**src/design/sta_regs.svh**
```systemverilog
// register map and field constants of the stream timing attribute bank
// assumes byte addresses on a 32-bit AHB-Lite bus, one register per word
`ifndef STA_REGS_SVH
`define STA_REGS_SVH

// ----------------------------------------------------------------
// offsets (byte addresses, low 12 bits decoded)
// ----------------------------------------------------------------
`define STA_OFF_W           12
`define STA_OFF_LINE_WAIT   12'h59c
`define STA_OFF_HTOTAL      12'h5a0
`define STA_OFF_VTOTAL      12'h5a4
`define STA_OFF_POLARITY    12'h5a8
`define STA_OFF_HSWIDTH     12'h5ac
`define STA_OFF_VSWIDTH     12'h5b0
`define STA_OFF_HACTIVE     12'h5b4
`define STA_OFF_VACTIVE     12'h5b8
`define STA_OFF_HSTART      12'h5bc
`define STA_OFF_VSTART      12'h5c0
`define STA_OFF_TU_LEN      12'h5d0
`define STA_OFF_STATUS      12'h5d8

// ----------------------------------------------------------------
// field widths, positions and reset values
// ----------------------------------------------------------------
`define STA_W_WAIT          8
`define STA_W_TOTAL         16
`define STA_W_SWIDTH        15
`define STA_W_TU            7
`define STA_POL_HS          0
`define STA_POL_VS          1
`define STA_STAT_WAITING    0
`define STA_TU_RESET        7'h40
`define STA_TU_LSB          1
`define STA_HTRANS_ACTIVE   1

`endif

```
**src/design/sta_pkg.sv**
```systemverilog
// types shared by the stream timing attribute bank
// assumes nothing beyond the register header
package sta_pkg;

    typedef enum logic [3:0] {
        STA_IDX_NONE,
        STA_IDX_WAIT,
        STA_IDX_HTOT,
        STA_IDX_VTOT,
        STA_IDX_POL,
        STA_IDX_HSW,
        STA_IDX_VSW,
        STA_IDX_HACT,
        STA_IDX_VACT,
        STA_IDX_HST,
        STA_IDX_VST,
        STA_IDX_TU,
        STA_IDX_STAT
    } sta_reg_e;

    typedef enum logic {
        STA_LW_IDLE,
        STA_LW_COUNT
    } sta_lw_state_e;

endpackage

```
**src/design/sta_ahb_slave.sv**
```systemverilog
// AHB-Lite slave front end: zero-wait writes, one-wait registered reads
// assumes it is the only slave, so hready equals its own hreadyout
`timescale 1ns/1ps
`include "sta_regs.svh"

module sta_ahb_slave (
    // clock and reset
    input  wire logic                  hclk,
    input  wire logic                  hresetn,
    // ahb-lite slave
    input  wire logic                  hsel,
    input  wire logic [31:0]           haddr,
    input  wire logic [1:0]            htrans,
    input  wire logic                  hwrite,
    input  wire logic                  hready,
    output logic                       hreadyout,
    output logic                       hresp,
    output logic [31:0]                hrdata,
    // register side
    output logic [`STA_OFF_W-1:0]      reg_addr,
    output logic                       wr_en,
    output logic                       rd_en,
    input  wire logic [31:0]           rd_data
);

    logic                  phase_q;
    logic                  write_q;
    logic                  done_q;
    logic [`STA_OFF_W-1:0] addr_q;
    logic [31:0]           hrdata_q;

    // ------------------------------------------------------------
    // address phase capture
    // ------------------------------------------------------------
    always_ff @(posedge hclk or negedge hresetn) begin
        if (!hresetn) begin
            phase_q <= 1'b0;
            write_q <= 1'b0;
            addr_q  <= '0;
            done_q  <= 1'b0;
        end else if (hready) begin
            phase_q <= hsel & htrans[`STA_HTRANS_ACTIVE];
            write_q <= hwrite;
            addr_q  <= haddr[`STA_OFF_W-1:0];
            done_q  <= 1'b0;
        end else begin
            done_q  <= 1'b1;
        end
    end

    // ------------------------------------------------------------
    // read data register
    // ------------------------------------------------------------
    always_ff @(posedge hclk or negedge hresetn) begin
        if (!hresetn) begin
            hrdata_q <= '0;
        end else if (rd_en) begin
            hrdata_q <= rd_data;
        end
    end

    assign rd_en     = phase_q & ~write_q & ~done_q;
    assign wr_en     = phase_q & write_q;
    assign reg_addr  = addr_q;
    assign hreadyout = ~rd_en;
    assign hresp     = 1'b0;
    assign hrdata    = hrdata_q;

    a_read_wait: assert property (@(posedge hclk) disable iff (!hresetn)
        rd_en |=> hreadyout && !rd_en)
        else $error("read did not complete one cycle after its wait state");

endmodule

```
**src/design/sta_line_wait.sv**
```systemverilog
// line-start wait timer for the framing logic
// assumes line_start is a one-cycle pulse at the start of each line
`timescale 1ns/1ps
`include "sta_regs.svh"

module sta_line_wait #(
    parameter int WAIT_W = `STA_W_WAIT
) (
    // clock and reset
    input  wire logic              hclk,
    input  wire logic              hresetn,
    // control
    input  wire logic              line_start,
    input  wire logic [WAIT_W-1:0] wait_cnt,
    // status
    output logic                   line_go,
    output logic                   waiting
);

    sta_pkg::sta_lw_state_e state_q;
    logic [WAIT_W-1:0]      count_q;
    logic [WAIT_W-1:0]      elapsed_q;
    logic [WAIT_W-1:0]      loaded_q;

    // ------------------------------------------------------------
    // sequencer
    // ------------------------------------------------------------
    always_ff @(posedge hclk or negedge hresetn) begin
        if (!hresetn) begin
            state_q <= sta_pkg::STA_LW_IDLE;
        end else begin
            unique case (state_q)
                sta_pkg::STA_LW_IDLE: begin
                    if (line_start) begin
                        state_q <= sta_pkg::STA_LW_COUNT;
                    end
                end
                sta_pkg::STA_LW_COUNT: begin
                    if (count_q == '0) begin
                        state_q <= sta_pkg::STA_LW_IDLE;
                    end
                end
            endcase
        end
    end

    // wait count loaded at line start, then counted down
    always_ff @(posedge hclk or negedge hresetn) begin
        if (!hresetn) begin
            count_q <= '0;
        end else if (state_q == sta_pkg::STA_LW_IDLE && line_start) begin
            count_q <= wait_cnt;
        end else if (state_q == sta_pkg::STA_LW_COUNT && count_q != '0) begin
            count_q <= count_q - 1'b1;
        end
    end

    assign waiting = (state_q == sta_pkg::STA_LW_COUNT);
    assign line_go = waiting && (count_q == '0);

    // ------------------------------------------------------------
    // checks
    // ------------------------------------------------------------
    always_ff @(posedge hclk or negedge hresetn) begin
        if (!hresetn) begin
            elapsed_q <= '0;
            loaded_q  <= '0;
        end else if (state_q == sta_pkg::STA_LW_IDLE && line_start) begin
            elapsed_q <= '0;
            loaded_q  <= wait_cnt;
        end else if (waiting) begin
            elapsed_q <= elapsed_q + 1'b1;
        end
    end

    a_go_after_wait: assert property (@(posedge hclk) disable iff (!hresetn)
        line_go |-> elapsed_q == loaded_q)
        else $error("line released before or after the programmed wait");

    a_start_counts: assert property (@(posedge hclk) disable iff (!hresetn)
        (!waiting && line_start) |=> waiting)
        else $error("line start did not begin the wait");

endmodule

```
**src/design/sta_top.sv**
```systemverilog
// stream timing attribute register bank with line-start wait timer
// assumes a single AHB-Lite master, word transfers only, one clock
//
// Decided for this implementation: register access over AHB-Lite.
`timescale 1ns/1ps
`include "sta_regs.svh"

module sta_top #(
    parameter int WAIT_W   = `STA_W_WAIT,
    parameter int TOTAL_W  = `STA_W_TOTAL,
    parameter int SWIDTH_W = `STA_W_SWIDTH
) (
    // clock and reset
    input  wire logic                hclk,
    input  wire logic                hresetn,
    // ahb-lite slave
    input  wire logic                hsel,
    input  wire logic [31:0]         haddr,
    input  wire logic [1:0]          htrans,
    input  wire logic                hwrite,
    input  wire logic [2:0]          hsize,
    input  wire logic [31:0]         hwdata,
    input  wire logic                hready,
    output logic                     hreadyout,
    output logic                     hresp,
    output logic [31:0]              hrdata,
    // framing logic
    input  wire logic                line_start,
    output logic                     line_go,
    output logic                     line_waiting,
    // timing attributes
    output logic [TOTAL_W-1:0]       horiz_total,
    output logic [TOTAL_W-1:0]       vert_total,
    output logic                     vsync_polarity,
    output logic                     hsync_polarity,
    output logic [SWIDTH_W-1:0]      horiz_sync_width,
    output logic [SWIDTH_W-1:0]      vert_sync_width,
    output logic [TOTAL_W-1:0]       horiz_active,
    output logic [TOTAL_W-1:0]       vert_active,
    output logic [TOTAL_W-1:0]       horiz_start,
    output logic [TOTAL_W-1:0]       vert_start,
    output logic [`STA_W_TU-1:0]     transfer_unit_len
);

    logic [`STA_OFF_W-1:0] reg_addr;
    logic                  wr_en;
    logic                  rd_en;
    logic [31:0]           rd_data;
    sta_pkg::sta_reg_e     idx;

    logic [WAIT_W-1:0]     line_wait_q;
    logic [TOTAL_W-1:0]    htot_q;
    logic [TOTAL_W-1:0]    vtot_q;
    logic [1:0]            pol_q;
    logic [SWIDTH_W-1:0]   hsw_q;
    logic [SWIDTH_W-1:0]   vsw_q;
    logic [TOTAL_W-1:0]    hact_q;
    logic [TOTAL_W-1:0]    vact_q;
    logic [TOTAL_W-1:0]    hst_q;
    logic [TOTAL_W-1:0]    vst_q;
    logic [`STA_W_TU-1:0]  tu_q;
    logic                  tu_written_q;

    // ------------------------------------------------------------
    // address decode
    // ------------------------------------------------------------
    function automatic sta_pkg::sta_reg_e decode(input logic [`STA_OFF_W-1:0] a);
        case (a)
            `STA_OFF_LINE_WAIT: decode = sta_pkg::STA_IDX_WAIT;
            `STA_OFF_HTOTAL:    decode = sta_pkg::STA_IDX_HTOT;
            `STA_OFF_VTOTAL:    decode = sta_pkg::STA_IDX_VTOT;
            `STA_OFF_POLARITY:  decode = sta_pkg::STA_IDX_POL;
            `STA_OFF_HSWIDTH:   decode = sta_pkg::STA_IDX_HSW;
            `STA_OFF_VSWIDTH:   decode = sta_pkg::STA_IDX_VSW;
            `STA_OFF_HACTIVE:   decode = sta_pkg::STA_IDX_HACT;
            `STA_OFF_VACTIVE:   decode = sta_pkg::STA_IDX_VACT;
            `STA_OFF_HSTART:    decode = sta_pkg::STA_IDX_HST;
            `STA_OFF_VSTART:    decode = sta_pkg::STA_IDX_VST;
            `STA_OFF_TU_LEN:    decode = sta_pkg::STA_IDX_TU;
            `STA_OFF_STATUS:    decode = sta_pkg::STA_IDX_STAT;
            default:            decode = sta_pkg::STA_IDX_NONE;
        endcase
    endfunction

    assign idx = decode(reg_addr);

    // ------------------------------------------------------------
    // bus front end
    // ------------------------------------------------------------
    sta_ahb_slave u_slave (
        .hclk      (hclk),
        .hresetn   (hresetn),
        .hsel      (hsel),
        .haddr     (haddr),
        .htrans    (htrans),
        .hwrite    (hwrite),
        .hready    (hready),
        .hreadyout (hreadyout),
        .hresp     (hresp),
        .hrdata    (hrdata),
        .reg_addr  (reg_addr),
        .wr_en     (wr_en),
        .rd_en     (rd_en),
        .rd_data   (rd_data)
    );

    // ------------------------------------------------------------
    // line-start wait
    // ------------------------------------------------------------
    always_ff @(posedge hclk or negedge hresetn) begin
        if (!hresetn) begin
            line_wait_q <= '0;
        end else if (wr_en && idx == sta_pkg::STA_IDX_WAIT) begin
            line_wait_q <= hwdata[WAIT_W-1:0];
        end
    end

    sta_line_wait #(
        .WAIT_W (WAIT_W)
    ) u_line_wait (
        .hclk       (hclk),
        .hresetn    (hresetn),
        .line_start (line_start),
        .wait_cnt   (line_wait_q),
        .line_go    (line_go),
        .waiting    (line_waiting)
    );

    // ------------------------------------------------------------
    // totals and polarity
    // ------------------------------------------------------------
    always_ff @(posedge hclk or negedge hresetn) begin
        if (!hresetn) begin
            htot_q <= '0;
            vtot_q <= '0;
            pol_q  <= '0;
        end else if (wr_en) begin
            if (idx == sta_pkg::STA_IDX_HTOT) begin
                htot_q <= hwdata[TOTAL_W-1:0];
            end
            if (idx == sta_pkg::STA_IDX_VTOT) begin
                vtot_q <= hwdata[TOTAL_W-1:0];
            end
            if (idx == sta_pkg::STA_IDX_POL) begin
                pol_q <= hwdata[`STA_POL_VS:`STA_POL_HS];
            end
        end
    end

    // ------------------------------------------------------------
    // sync widths
    // ------------------------------------------------------------
    always_ff @(posedge hclk or negedge hresetn) begin
        if (!hresetn) begin
            hsw_q <= '0;
            vsw_q <= '0;
        end else if (wr_en) begin
            if (idx == sta_pkg::STA_IDX_HSW) begin
                hsw_q <= hwdata[SWIDTH_W-1:0];
            end
            if (idx == sta_pkg::STA_IDX_VSW) begin
                vsw_q <= hwdata[SWIDTH_W-1:0];
            end
        end
    end

    // ------------------------------------------------------------
    // active size and start offsets
    // ------------------------------------------------------------
    always_ff @(posedge hclk or negedge hresetn) begin
        if (!hresetn) begin
            hact_q <= '0;
            vact_q <= '0;
            hst_q  <= '0;
            vst_q  <= '0;
        end else if (wr_en) begin
            if (idx == sta_pkg::STA_IDX_HACT) begin
                hact_q <= hwdata[TOTAL_W-1:0];
            end
            if (idx == sta_pkg::STA_IDX_VACT) begin
                vact_q <= hwdata[TOTAL_W-1:0];
            end
            if (idx == sta_pkg::STA_IDX_HST) begin
                hst_q <= hwdata[TOTAL_W-1:0];
            end
            if (idx == sta_pkg::STA_IDX_VST) begin
                vst_q <= hwdata[TOTAL_W-1:0];
            end
        end
    end

    // ------------------------------------------------------------
    // transfer unit length, always even
    // ------------------------------------------------------------
    always_ff @(posedge hclk or negedge hresetn) begin
        if (!hresetn) begin
            tu_q         <= `STA_TU_RESET;
            tu_written_q <= 1'b0;
        end else if (wr_en && idx == sta_pkg::STA_IDX_TU) begin
            tu_q         <= {hwdata[`STA_W_TU-1:`STA_TU_LSB], 1'b0};
            tu_written_q <= 1'b1;
        end
    end

    // ------------------------------------------------------------
    // read mux, unused bits zero
    // ------------------------------------------------------------
    always_comb begin
        rd_data = '0;
        unique case (idx)
            sta_pkg::STA_IDX_WAIT: rd_data[WAIT_W-1:0]   = line_wait_q;
            sta_pkg::STA_IDX_HTOT: rd_data[TOTAL_W-1:0]  = htot_q;
            sta_pkg::STA_IDX_VTOT: rd_data[TOTAL_W-1:0]  = vtot_q;
            sta_pkg::STA_IDX_POL:  rd_data[`STA_POL_VS:`STA_POL_HS] = pol_q;
            sta_pkg::STA_IDX_HSW:  rd_data[SWIDTH_W-1:0] = hsw_q;
            sta_pkg::STA_IDX_VSW:  rd_data[SWIDTH_W-1:0] = vsw_q;
            sta_pkg::STA_IDX_HACT: rd_data[TOTAL_W-1:0]  = hact_q;
            sta_pkg::STA_IDX_VACT: rd_data[TOTAL_W-1:0]  = vact_q;
            sta_pkg::STA_IDX_HST:  rd_data[TOTAL_W-1:0]  = hst_q;
            sta_pkg::STA_IDX_VST:  rd_data[TOTAL_W-1:0]  = vst_q;
            sta_pkg::STA_IDX_TU:   rd_data[`STA_W_TU-1:0] = tu_q;
            sta_pkg::STA_IDX_STAT: rd_data[`STA_STAT_WAITING] = line_waiting;
            sta_pkg::STA_IDX_NONE: rd_data = '0;
        endcase
    end

    // ------------------------------------------------------------
    // attribute outputs
    // ------------------------------------------------------------
    assign horiz_total       = htot_q;
    assign vert_total        = vtot_q;
    assign vsync_polarity    = pol_q[`STA_POL_VS];
    assign hsync_polarity    = pol_q[`STA_POL_HS];
    assign horiz_sync_width  = hsw_q;
    assign vert_sync_width   = vsw_q;
    assign horiz_active      = hact_q;
    assign vert_active       = vact_q;
    assign horiz_start       = hst_q;
    assign vert_start        = vst_q;
    assign transfer_unit_len = tu_q;

    // ------------------------------------------------------------
    // checks
    // ------------------------------------------------------------
    a_htot_write: assert property (@(posedge hclk) disable iff (!hresetn)
        (wr_en && idx == sta_pkg::STA_IDX_HTOT) |=> horiz_total == $past(hwdata[TOTAL_W-1:0]))
        else $error("horizontal total not taken from write");

    a_vtot_write: assert property (@(posedge hclk) disable iff (!hresetn)
        (wr_en && idx == sta_pkg::STA_IDX_VTOT) |=> vert_total == $past(hwdata[TOTAL_W-1:0]))
        else $error("vertical total not taken from write");

    a_pol_bits: assert property (@(posedge hclk) disable iff (!hresetn)
        (wr_en && idx == sta_pkg::STA_IDX_POL) |=>
            vsync_polarity == $past(hwdata[`STA_POL_VS]) && hsync_polarity == $past(hwdata[`STA_POL_HS]))
        else $error("sync polarity bits misplaced");

    a_hsw_write: assert property (@(posedge hclk) disable iff (!hresetn)
        (wr_en && idx == sta_pkg::STA_IDX_HSW) |=> horiz_sync_width == $past(hwdata[SWIDTH_W-1:0]))
        else $error("horizontal sync width not taken from write");

    a_vsw_write: assert property (@(posedge hclk) disable iff (!hresetn)
        (wr_en && idx == sta_pkg::STA_IDX_VSW) |=> vert_sync_width == $past(hwdata[SWIDTH_W-1:0]))
        else $error("vertical sync width not taken from write");

    a_active_write: assert property (@(posedge hclk) disable iff (!hresetn)
        (wr_en && idx == sta_pkg::STA_IDX_HACT) |=> horiz_active == $past(hwdata[TOTAL_W-1:0]))
        else $error("horizontal resolution not taken from write");

    a_vact_hold: assert property (@(posedge hclk) disable iff (!hresetn)
        !(wr_en && idx == sta_pkg::STA_IDX_VACT) |=> $stable(vert_active))
        else $error("vertical resolution changed without a write");

    a_hstart_write: assert property (@(posedge hclk) disable iff (!hresetn)
        (wr_en && idx == sta_pkg::STA_IDX_HST) |=> horiz_start == $past(hwdata[TOTAL_W-1:0]))
        else $error("horizontal start not taken from write");

    a_vstart_write: assert property (@(posedge hclk) disable iff (!hresetn)
        (wr_en && idx == sta_pkg::STA_IDX_VST) |=> vert_start == $past(hwdata[TOTAL_W-1:0]))
        else $error("vertical start not taken from write");

    a_tu_default: assert property (@(posedge hclk) disable iff (!hresetn)
        !tu_written_q |-> transfer_unit_len == `STA_TU_RESET)
        else $error("transfer unit length not at its reset value");

    a_read_back: assert property (@(posedge hclk) disable iff (!hresetn)
        (rd_en && idx == sta_pkg::STA_IDX_HTOT) |=> hreadyout && hrdata == {16'h0000, $past(horiz_total)})
        else $error("horizontal total read back wrong");

    a_wait_write: assert property (@(posedge hclk) disable iff (!hresetn)
        (wr_en && idx == sta_pkg::STA_IDX_WAIT) |=> line_wait_q == $past(hwdata[WAIT_W-1:0]))
        else $error("line-start wait not taken from write");

    a_wait_read: assert property (@(posedge hclk) disable iff (!hresetn)
        (rd_en && idx == sta_pkg::STA_IDX_WAIT) |=> hrdata == {24'h000000, $past(line_wait_q)})
        else $error("line-start wait read back wrong");

endmodule

```
**config.mk**
```make
export PLATFORM = sky130hd
export DESIGN_NAME = sta_top
export DESIGN_NICKNAME = d
export VERILOG_FILES = /design/src/design/sta_pkg.sv /design/src/design/sta_ahb_slave.sv /design/src/design/sta_line_wait.sv /design/src/design/sta_top.sv
export VERILOG_INCLUDE_DIRS = /design/src /design/src/design
export SDC_FILE = /design/constraint.sdc
export NUM_CORES = 1
export LEC_CHECK = 0
export ABC_CLOCK_PERIOD_IN_PS = 2450
export BUFFER_PORTS_ARGS = -buffer_cell sky130_fd_sc_hd__buf_2
export CORE_MARGIN = 2
export CORE_UTILIZATION = 40
export CTS_CLUSTER_DIAMETER = 100
export DETAILED_ROUTE_END_ITERATION = 8
export SYNTH_ARGS = -nofsm -noshare
export SYNTH_HDL_FRONTEND = slang
export SYNTH_HIERARCHICAL = 1
export SYNTH_SLANG_ARGS = --single-unit
```
**constraint.sdc**
```tcl
create_clock -name hclk -period 2.45 [get_ports hclk]
set_clock_uncertainty 0.1 [all_clocks]
set_input_delay 0.49 -clock hclk [delete_from_list [all_inputs] [get_ports hclk]]
set_output_delay 0.49 -clock hclk [all_outputs]
set_load 0.03 [all_outputs]
```
==> flow_summary.html <==
<table>
<tr><th>Metric</th><th>Value</th></tr>
<tr><th colspan="2">Routing</th></tr>
<tr><td>Total met2 wirelength after detailed routing</td><td>roughly 13 mm</td></tr>
<tr><td>Post-detailed-route via-to-cell ratio</td><td>approximately 5.4</td></tr>
<tr><td>Iteration-0 DRC count of the detailed router</td><td>415</td></tr>
<tr><td>1st-pass router iterations</td><td>6</td></tr>
<tr><td>Met1 Routed Length</td><td>around 12 mm</td></tr>
<tr><td>Final routed DRC violation total</td><td>0</td></tr>
<tr><td>DR WL met3</td><td>~1.7 mm</td></tr>
<tr><td>Via count</td><td>around 6,700</td></tr>
<tr><td>Antenna-violating nets left</td><td>0</td></tr>
<tr><td>Average wire length per cell after detail routing</td><td>22.1 um</td></tr>
<tr><td>Wire length reported by the detailed router</td><td>27.2 mm</td></tr>
<tr><td>Top layer used by detailed routing</td><td>met4</td></tr>
<tr><th colspan="2">Worst setup path</th></tr>
<tr><td>Crit path depth</td><td>9</td></tr>
<tr><td>Crit-path most repeated cell</td><td>buf_4</td></tr>
<tr><td>Critical R2R Capture</td><td>u_slave/hrdata[1]$_DFFE_PN0P_</td></tr>
<tr><td>Category of the worst setup path launch point</td><td>flip-flop</td></tr>
<tr><td>Origin of the worst setup path</td><td>u_slave/reg_addr[2]$_DFFE_PN0P_</td></tr>
<tr><td>Last element of the critical path</td><td>u_slave/hrdata[1]$_DFFE_PN0P_</td></tr>
<tr><td>Type of the setup path with the least slack</td><td>flip-flop to flip-flop</td></tr>
<tr><td>Cells on worst reg2reg path</td><td>9</td></tr>
<tr><td>Data arrival time at the worst-slack endpoint</td><td>roughly 2.7 ns</td></tr>
<tr><td>Endpoint type of the worst setup path</td><td>flip-flop</td></tr>
<tr><td>Flop-to-flop setup slack</td><td>approximately 0.016 ns</td></tr>
<tr><td>Worst path cell trace</td><td>buf_4 -&gt; nor4b_4 -&gt; a21oi_1 -&gt; nor4_2 -&gt; buf_4 -&gt; buf_4 -&gt; a22oi_1 -&gt; o2111ai_1 -&gt; mux2_2</td></tr>
<tr><td>Largest delay contributor family on the critical path</td><td>simple AND/OR/NAND/NOR gates</td></tr>
<tr><td>Crit Path Max Fanout</td><td>7</td></tr>
<tr><td>Worst reg2reg startpoint</td><td>u_slave/reg_addr[2]$_DFFE_PN0P_</td></tr>
<tr><td>Longest individual stage delay on the worst path</td><td>between 0.4 and 0.5 ns</td></tr>
<tr><td>Number of buffer and inverter instances along the worst setup path</td><td>3</td></tr>
<tr><td>Crit path required time</td><td>2.72 ns</td></tr>
<tr><td>Critical path's slowest cell</td><td>dfrtp_1</td></tr>
<tr><th colspan="2">GRT</th></tr>
<tr><td>Overall routing resource usage</td><td>between 20% and 30%</td></tr>
<tr><td>First-pass GRT wire length</td><td>around 42 mm</td></tr>
<tr><td>Largest net degree at the start of global routing</td><td>between 50 and 60</td></tr>
<tr><td>Vias in the first global route</td><td>6,762</td></tr>
<tr><td>Number of antenna violations at the first check in global routing</td><td>0</td></tr>
<tr><td>Total global routing overflow</td><td>0</td></tr>
<tr><th colspan="2">CTS</th></tr>
<tr><td>Clock transition at the register clock pins on the worst setup and hold paths after CTS</td><td>roughly 0.070 ns</td></tr>
<tr><td>Max Buffers Root-to-Sink</td><td>2</td></tr>
<tr><td>CTS buffer count</td><td>17</td></tr>
<tr><td>Number of sinks driven by the clock tree</td><td>a little under 200</td></tr>
<tr><td>Insertion delay to the later sink of the worst-skew pair</td><td>approximately 0.43 ns</td></tr>
<tr><td>Root cell of the clock tree</td><td>clkbuf_16</td></tr>
<tr><td>H-tree lvl count</td><td>4</td></tr>
<tr><td>Clock tree from TritonCTS</td><td>yes</td></tr>
<tr><th colspan="2">Power</th></tr>
<tr><td>Power, Total</td><td>just under 8 mW</td></tr>
<tr><td>Internal power of the cells</td><td>roughly 5.5 mW</td></tr>
<tr><td>Net Sw Frac</td><td>around 30%</td></tr>
<tr><td>Leak pwr</td><td>~5.7 nW</td></tr>
<tr><td>Fraction of power consumed by the clock network</td><td>roughly 34%</td></tr>
<tr><td>Switching power</td><td>2.40 mW</td></tr>
<tr><td>Combinational power share</td><td>between 10% and 20%</td></tr>
<tr><td>Power density cells</td><td>683 nW/um2</td></tr>
<tr><td>Power share of the sequential group</td><td>approximately 47%</td></tr>
<tr><td>Maximum vdd ir drop</td><td>between 400 and 500 uV</td></tr>
<tr><th colspan="2">Yosys</th></tr>
<tr><td>Mean instance size in the synthesized netlist</td><td>between 10 and 15 um2</td></tr>
<tr><td>Count of unique library cells instantiated by Yosys</td><td>between 60 and 70</td></tr>
<tr><td>Mapped Cells</td><td>658</td></tr>
<tr><td>Warnings, synthesis</td><td>6</td></tr>
<tr><td>Number of flops mapped to enable cells by yosys</td><td>0</td></tr>
<tr><td>Leading post-synthesis cells by cell area</td><td>dfrtp_1 (54%), mux2_2 (22%), a22oi_1 (2.7%)</td></tr>
<tr><td>Post-synthesis register bit count</td><td>between 150 and 200</td></tr>
<tr><td>Cell type contributing the most total cell area after synthesis</td><td>dfrtp_1</td></tr>
<tr><td>Sequential element share of the synthesized area</td><td>approximately 55%</td></tr>
<tr><td>Most common flop cell mapped by yosys</td><td>dfrtp_1</td></tr>
<tr><td>Commonest cells in the synthesized netlist</td><td>dfrtp_1 (197), mux2_2 (178), a22oi_1 (32)</td></tr>
<tr><td>Cell with the most instances after synthesis</td><td>dfrtp_1</td></tr>
<tr><td>Total standard cell area after synthesis</td><td>a little over 9000 um2</td></tr>
<tr><td>Post-synth top area share</td><td>approximately 54%</td></tr>
<tr><td>FFs w/ async S/R, synth</td><td>between 90% and 100%</td></tr>
<tr><th colspan="2">Min path</th></tr>
<tr><td>Min-Delay Path Class</td><td>input pin to flip-flop</td></tr>
<tr><th colspan="2">Die</th></tr>
<tr><td>Number of primary I/O pins</td><td>246</td></tr>
<tr><td>Horizontal die dimension</td><td>between 150 and 200 um</td></tr>
<tr><td>Placeable core area</td><td>around 22,000 um2</td></tr>
<tr><td>Die height</td><td>~150 um</td></tr>
<tr><td>Die area</td><td>between 20,000 and 25,000 um2</td></tr>
<tr><td>Initial core utilization</td><td>roughly two fifths</td></tr>
<tr><td>Row cnt</td><td>55</td></tr>
<tr><th colspan="2">Flow run</th></tr>
<tr><td>Max-cap check violation count</td><td>0</td></tr>
<tr><th colspan="2">Final layout</th></tr>
<tr><td>Share of final-layout standard cells stronger than drive strength 1</td><td>a little under three fifths</td></tr>
<tr><td>Fin nets</td><td>1,010</td></tr>
<tr><td>End-of-flow core utilization</td><td>between 50% and 60%</td></tr>
<tr><td>Synth-to-layout area growth</td><td>27.8%</td></tr>
<tr><td>Final antenna diode count</td><td>0</td></tr>
<tr><td>Final design area excluding fillers</td><td>between 10,000 and 15,000 um2</td></tr>
<tr><th colspan="2">Place</th></tr>
<tr><td>HPWL after detailed placement</td><td>about 20 mm</td></tr>
<tr><td>Input/output buffers</td><td>203</td></tr>
<tr><td>Worst slack, placed</td><td>-0.104 ns</td></tr>
<tr><td>Post-placement cell area</td><td>around 11,000 um2</td></tr>
<tr><td>Last weighted congestion value of the routability-driven placer</td><td>around 0.89</td></tr>
<tr><th colspan="2">Timing</th></tr>
<tr><td>Actual slew at the worst max-slew pin</td><td>roughly 0.56 ns</td></tr>
<tr><td>Number of hold-slack violations in the final timing report</td><td>0</td></tr>
<tr><td>Pins Over Slew Limit</td><td>0</td></tr>
<tr><td>Final min period</td><td>around 2.4 ns</td></tr>
<tr><td>Post-route setup slack</td><td>about 0.016 ns</td></tr>
<tr><td>Total of endpoints with negative setup slack in the final report</td><td>0</td></tr>
<tr><td>Setup TNS</td><td>0 ns</td></tr>
<tr><td>Final period utilization</td><td>between 90% and 100%</td></tr>
<tr><td>Worst relative slew slack</td><td>a little over three fifths</td></tr>
<tr><td>Highest attainable clock frequency</td><td>around 0.41 GHz</td></tr>
<tr><td>Unrepaired setup endpoints after global routing</td><td>true</td></tr>
<tr><th colspan="2">Outcome</th></tr>
<tr><td>Result of the run</td><td>finished clean</td></tr>
</table>
## layer usage
layer | vias up | track usage (%)
met5 | - | 0
met4 | 0 | 6.17
met3 | 24 | 4.96
met2 | 219 | 36.1
met1 | 3443 | 33.7
li1 | 2992 | -
## sequential cells by signal (all words and copies together), names as in the netlist, 16 cells and up
name and count:
vert_total 16, vert_active 16, horiz_start 16, vert_start 16, horiz_total 16, horiz_active 16
u_slave/hrdata 32
## worst min-delay path by stage
stage / startpoint / end / slack (ns) / cells after the start
final: haddr[7] / u_slave/reg_addr[7]$_DFFE_PN0P_ / 0.19 / 2
after global routing: haddr[1] / u_slave/reg_addr[1]$_DFFE_PN0P_ / 0.18 / 2
after CTS: haddr[7] / u_slave/reg_addr[7]$_DFFE_PN0P_ / 0.17 / 2
after detailed placement: u_slave/hrdata[6]$_DFFE_PN0P_ / u_slave/hrdata[6]$_DFFE_PN0P_ / 0.39 / 1
after global placement: u_slave/hrdata[6]$_DFFE_PN0P_ / u_slave/hrdata[6]$_DFFE_PN0P_ / 0.37 / 1
after floorplan: hresetn / horiz_active[0]$_DFFE_PN0P_ / 0.09 / 0
## cell families after synthesis
group / after synthesis / synth area share (%)
DFF: 198 / 54.7
muxes: 196 / 24.8
AOI/OAI and AO/OA: 103 / 8.88
and+or+nand+nor: 103 / 7.76
buffers and inverters: 52 / 3.34
adders and majority gates: 2 / 0.276
other: 2 / 0.0829
xor gates and xnor gates: 2 / 0.193
## placed cells by master (no fill, tap or decap), types with 13 or more instances in the layout
cell / n
a22oi_1: 32
buf_2: 201
nand2_1: 16
clkbuf_16: 17
nand3_1: 13
mux2_2: 178
dfrtp_1: 196
conb_1: 18
a222oi_1: 13
buf_4: 67
## timing repair
| item | 4_1_cts | 5_1_grt |
|---|---|---|
| hold buffers | 1 | 0 |
| setup endpoints to repair | 16 | 51 |
| pin swaps | 0 | 8 |
| hold endpoints to repair | 48 | 0 |
| buffers inserted | 0 | 6 |
| resized for setup | 5 | 21 |
## layout make-up
class                   instances  area, um2
repair buffers                281       1730
well taps                     285        357
multi-input cells             424       3940
flip-flops and latches        198       4960
inverters                      11       41.3
clock inverters                11       88.8
fillers                      2028      10900
clock buffers                  21        470
## power groups by stage
stage,sequential [mW],clock [mW],combinational (mW)
floorplan,4.08,0,0.582
detailed placement,3.80,0,1.39
global route,3.78,2.90,1.58
CTS,3.74,2.77,1.41
global placement,3.79,0,1.37
finish,3.74,2.71,1.46
## stage by stage
stage / hold slack (ns) / std cells
2_1_floorplan: 0.0944 / 674
3_3_place_gp: 0.366 / 1192
3_5_place_dp: 0.387 / 1192
4_1_cts: 0.170 / 1225
5_1_grt: 0.178 / 1231
6_report: 0.185 / 1231
(Power assumes the default switching activity.)
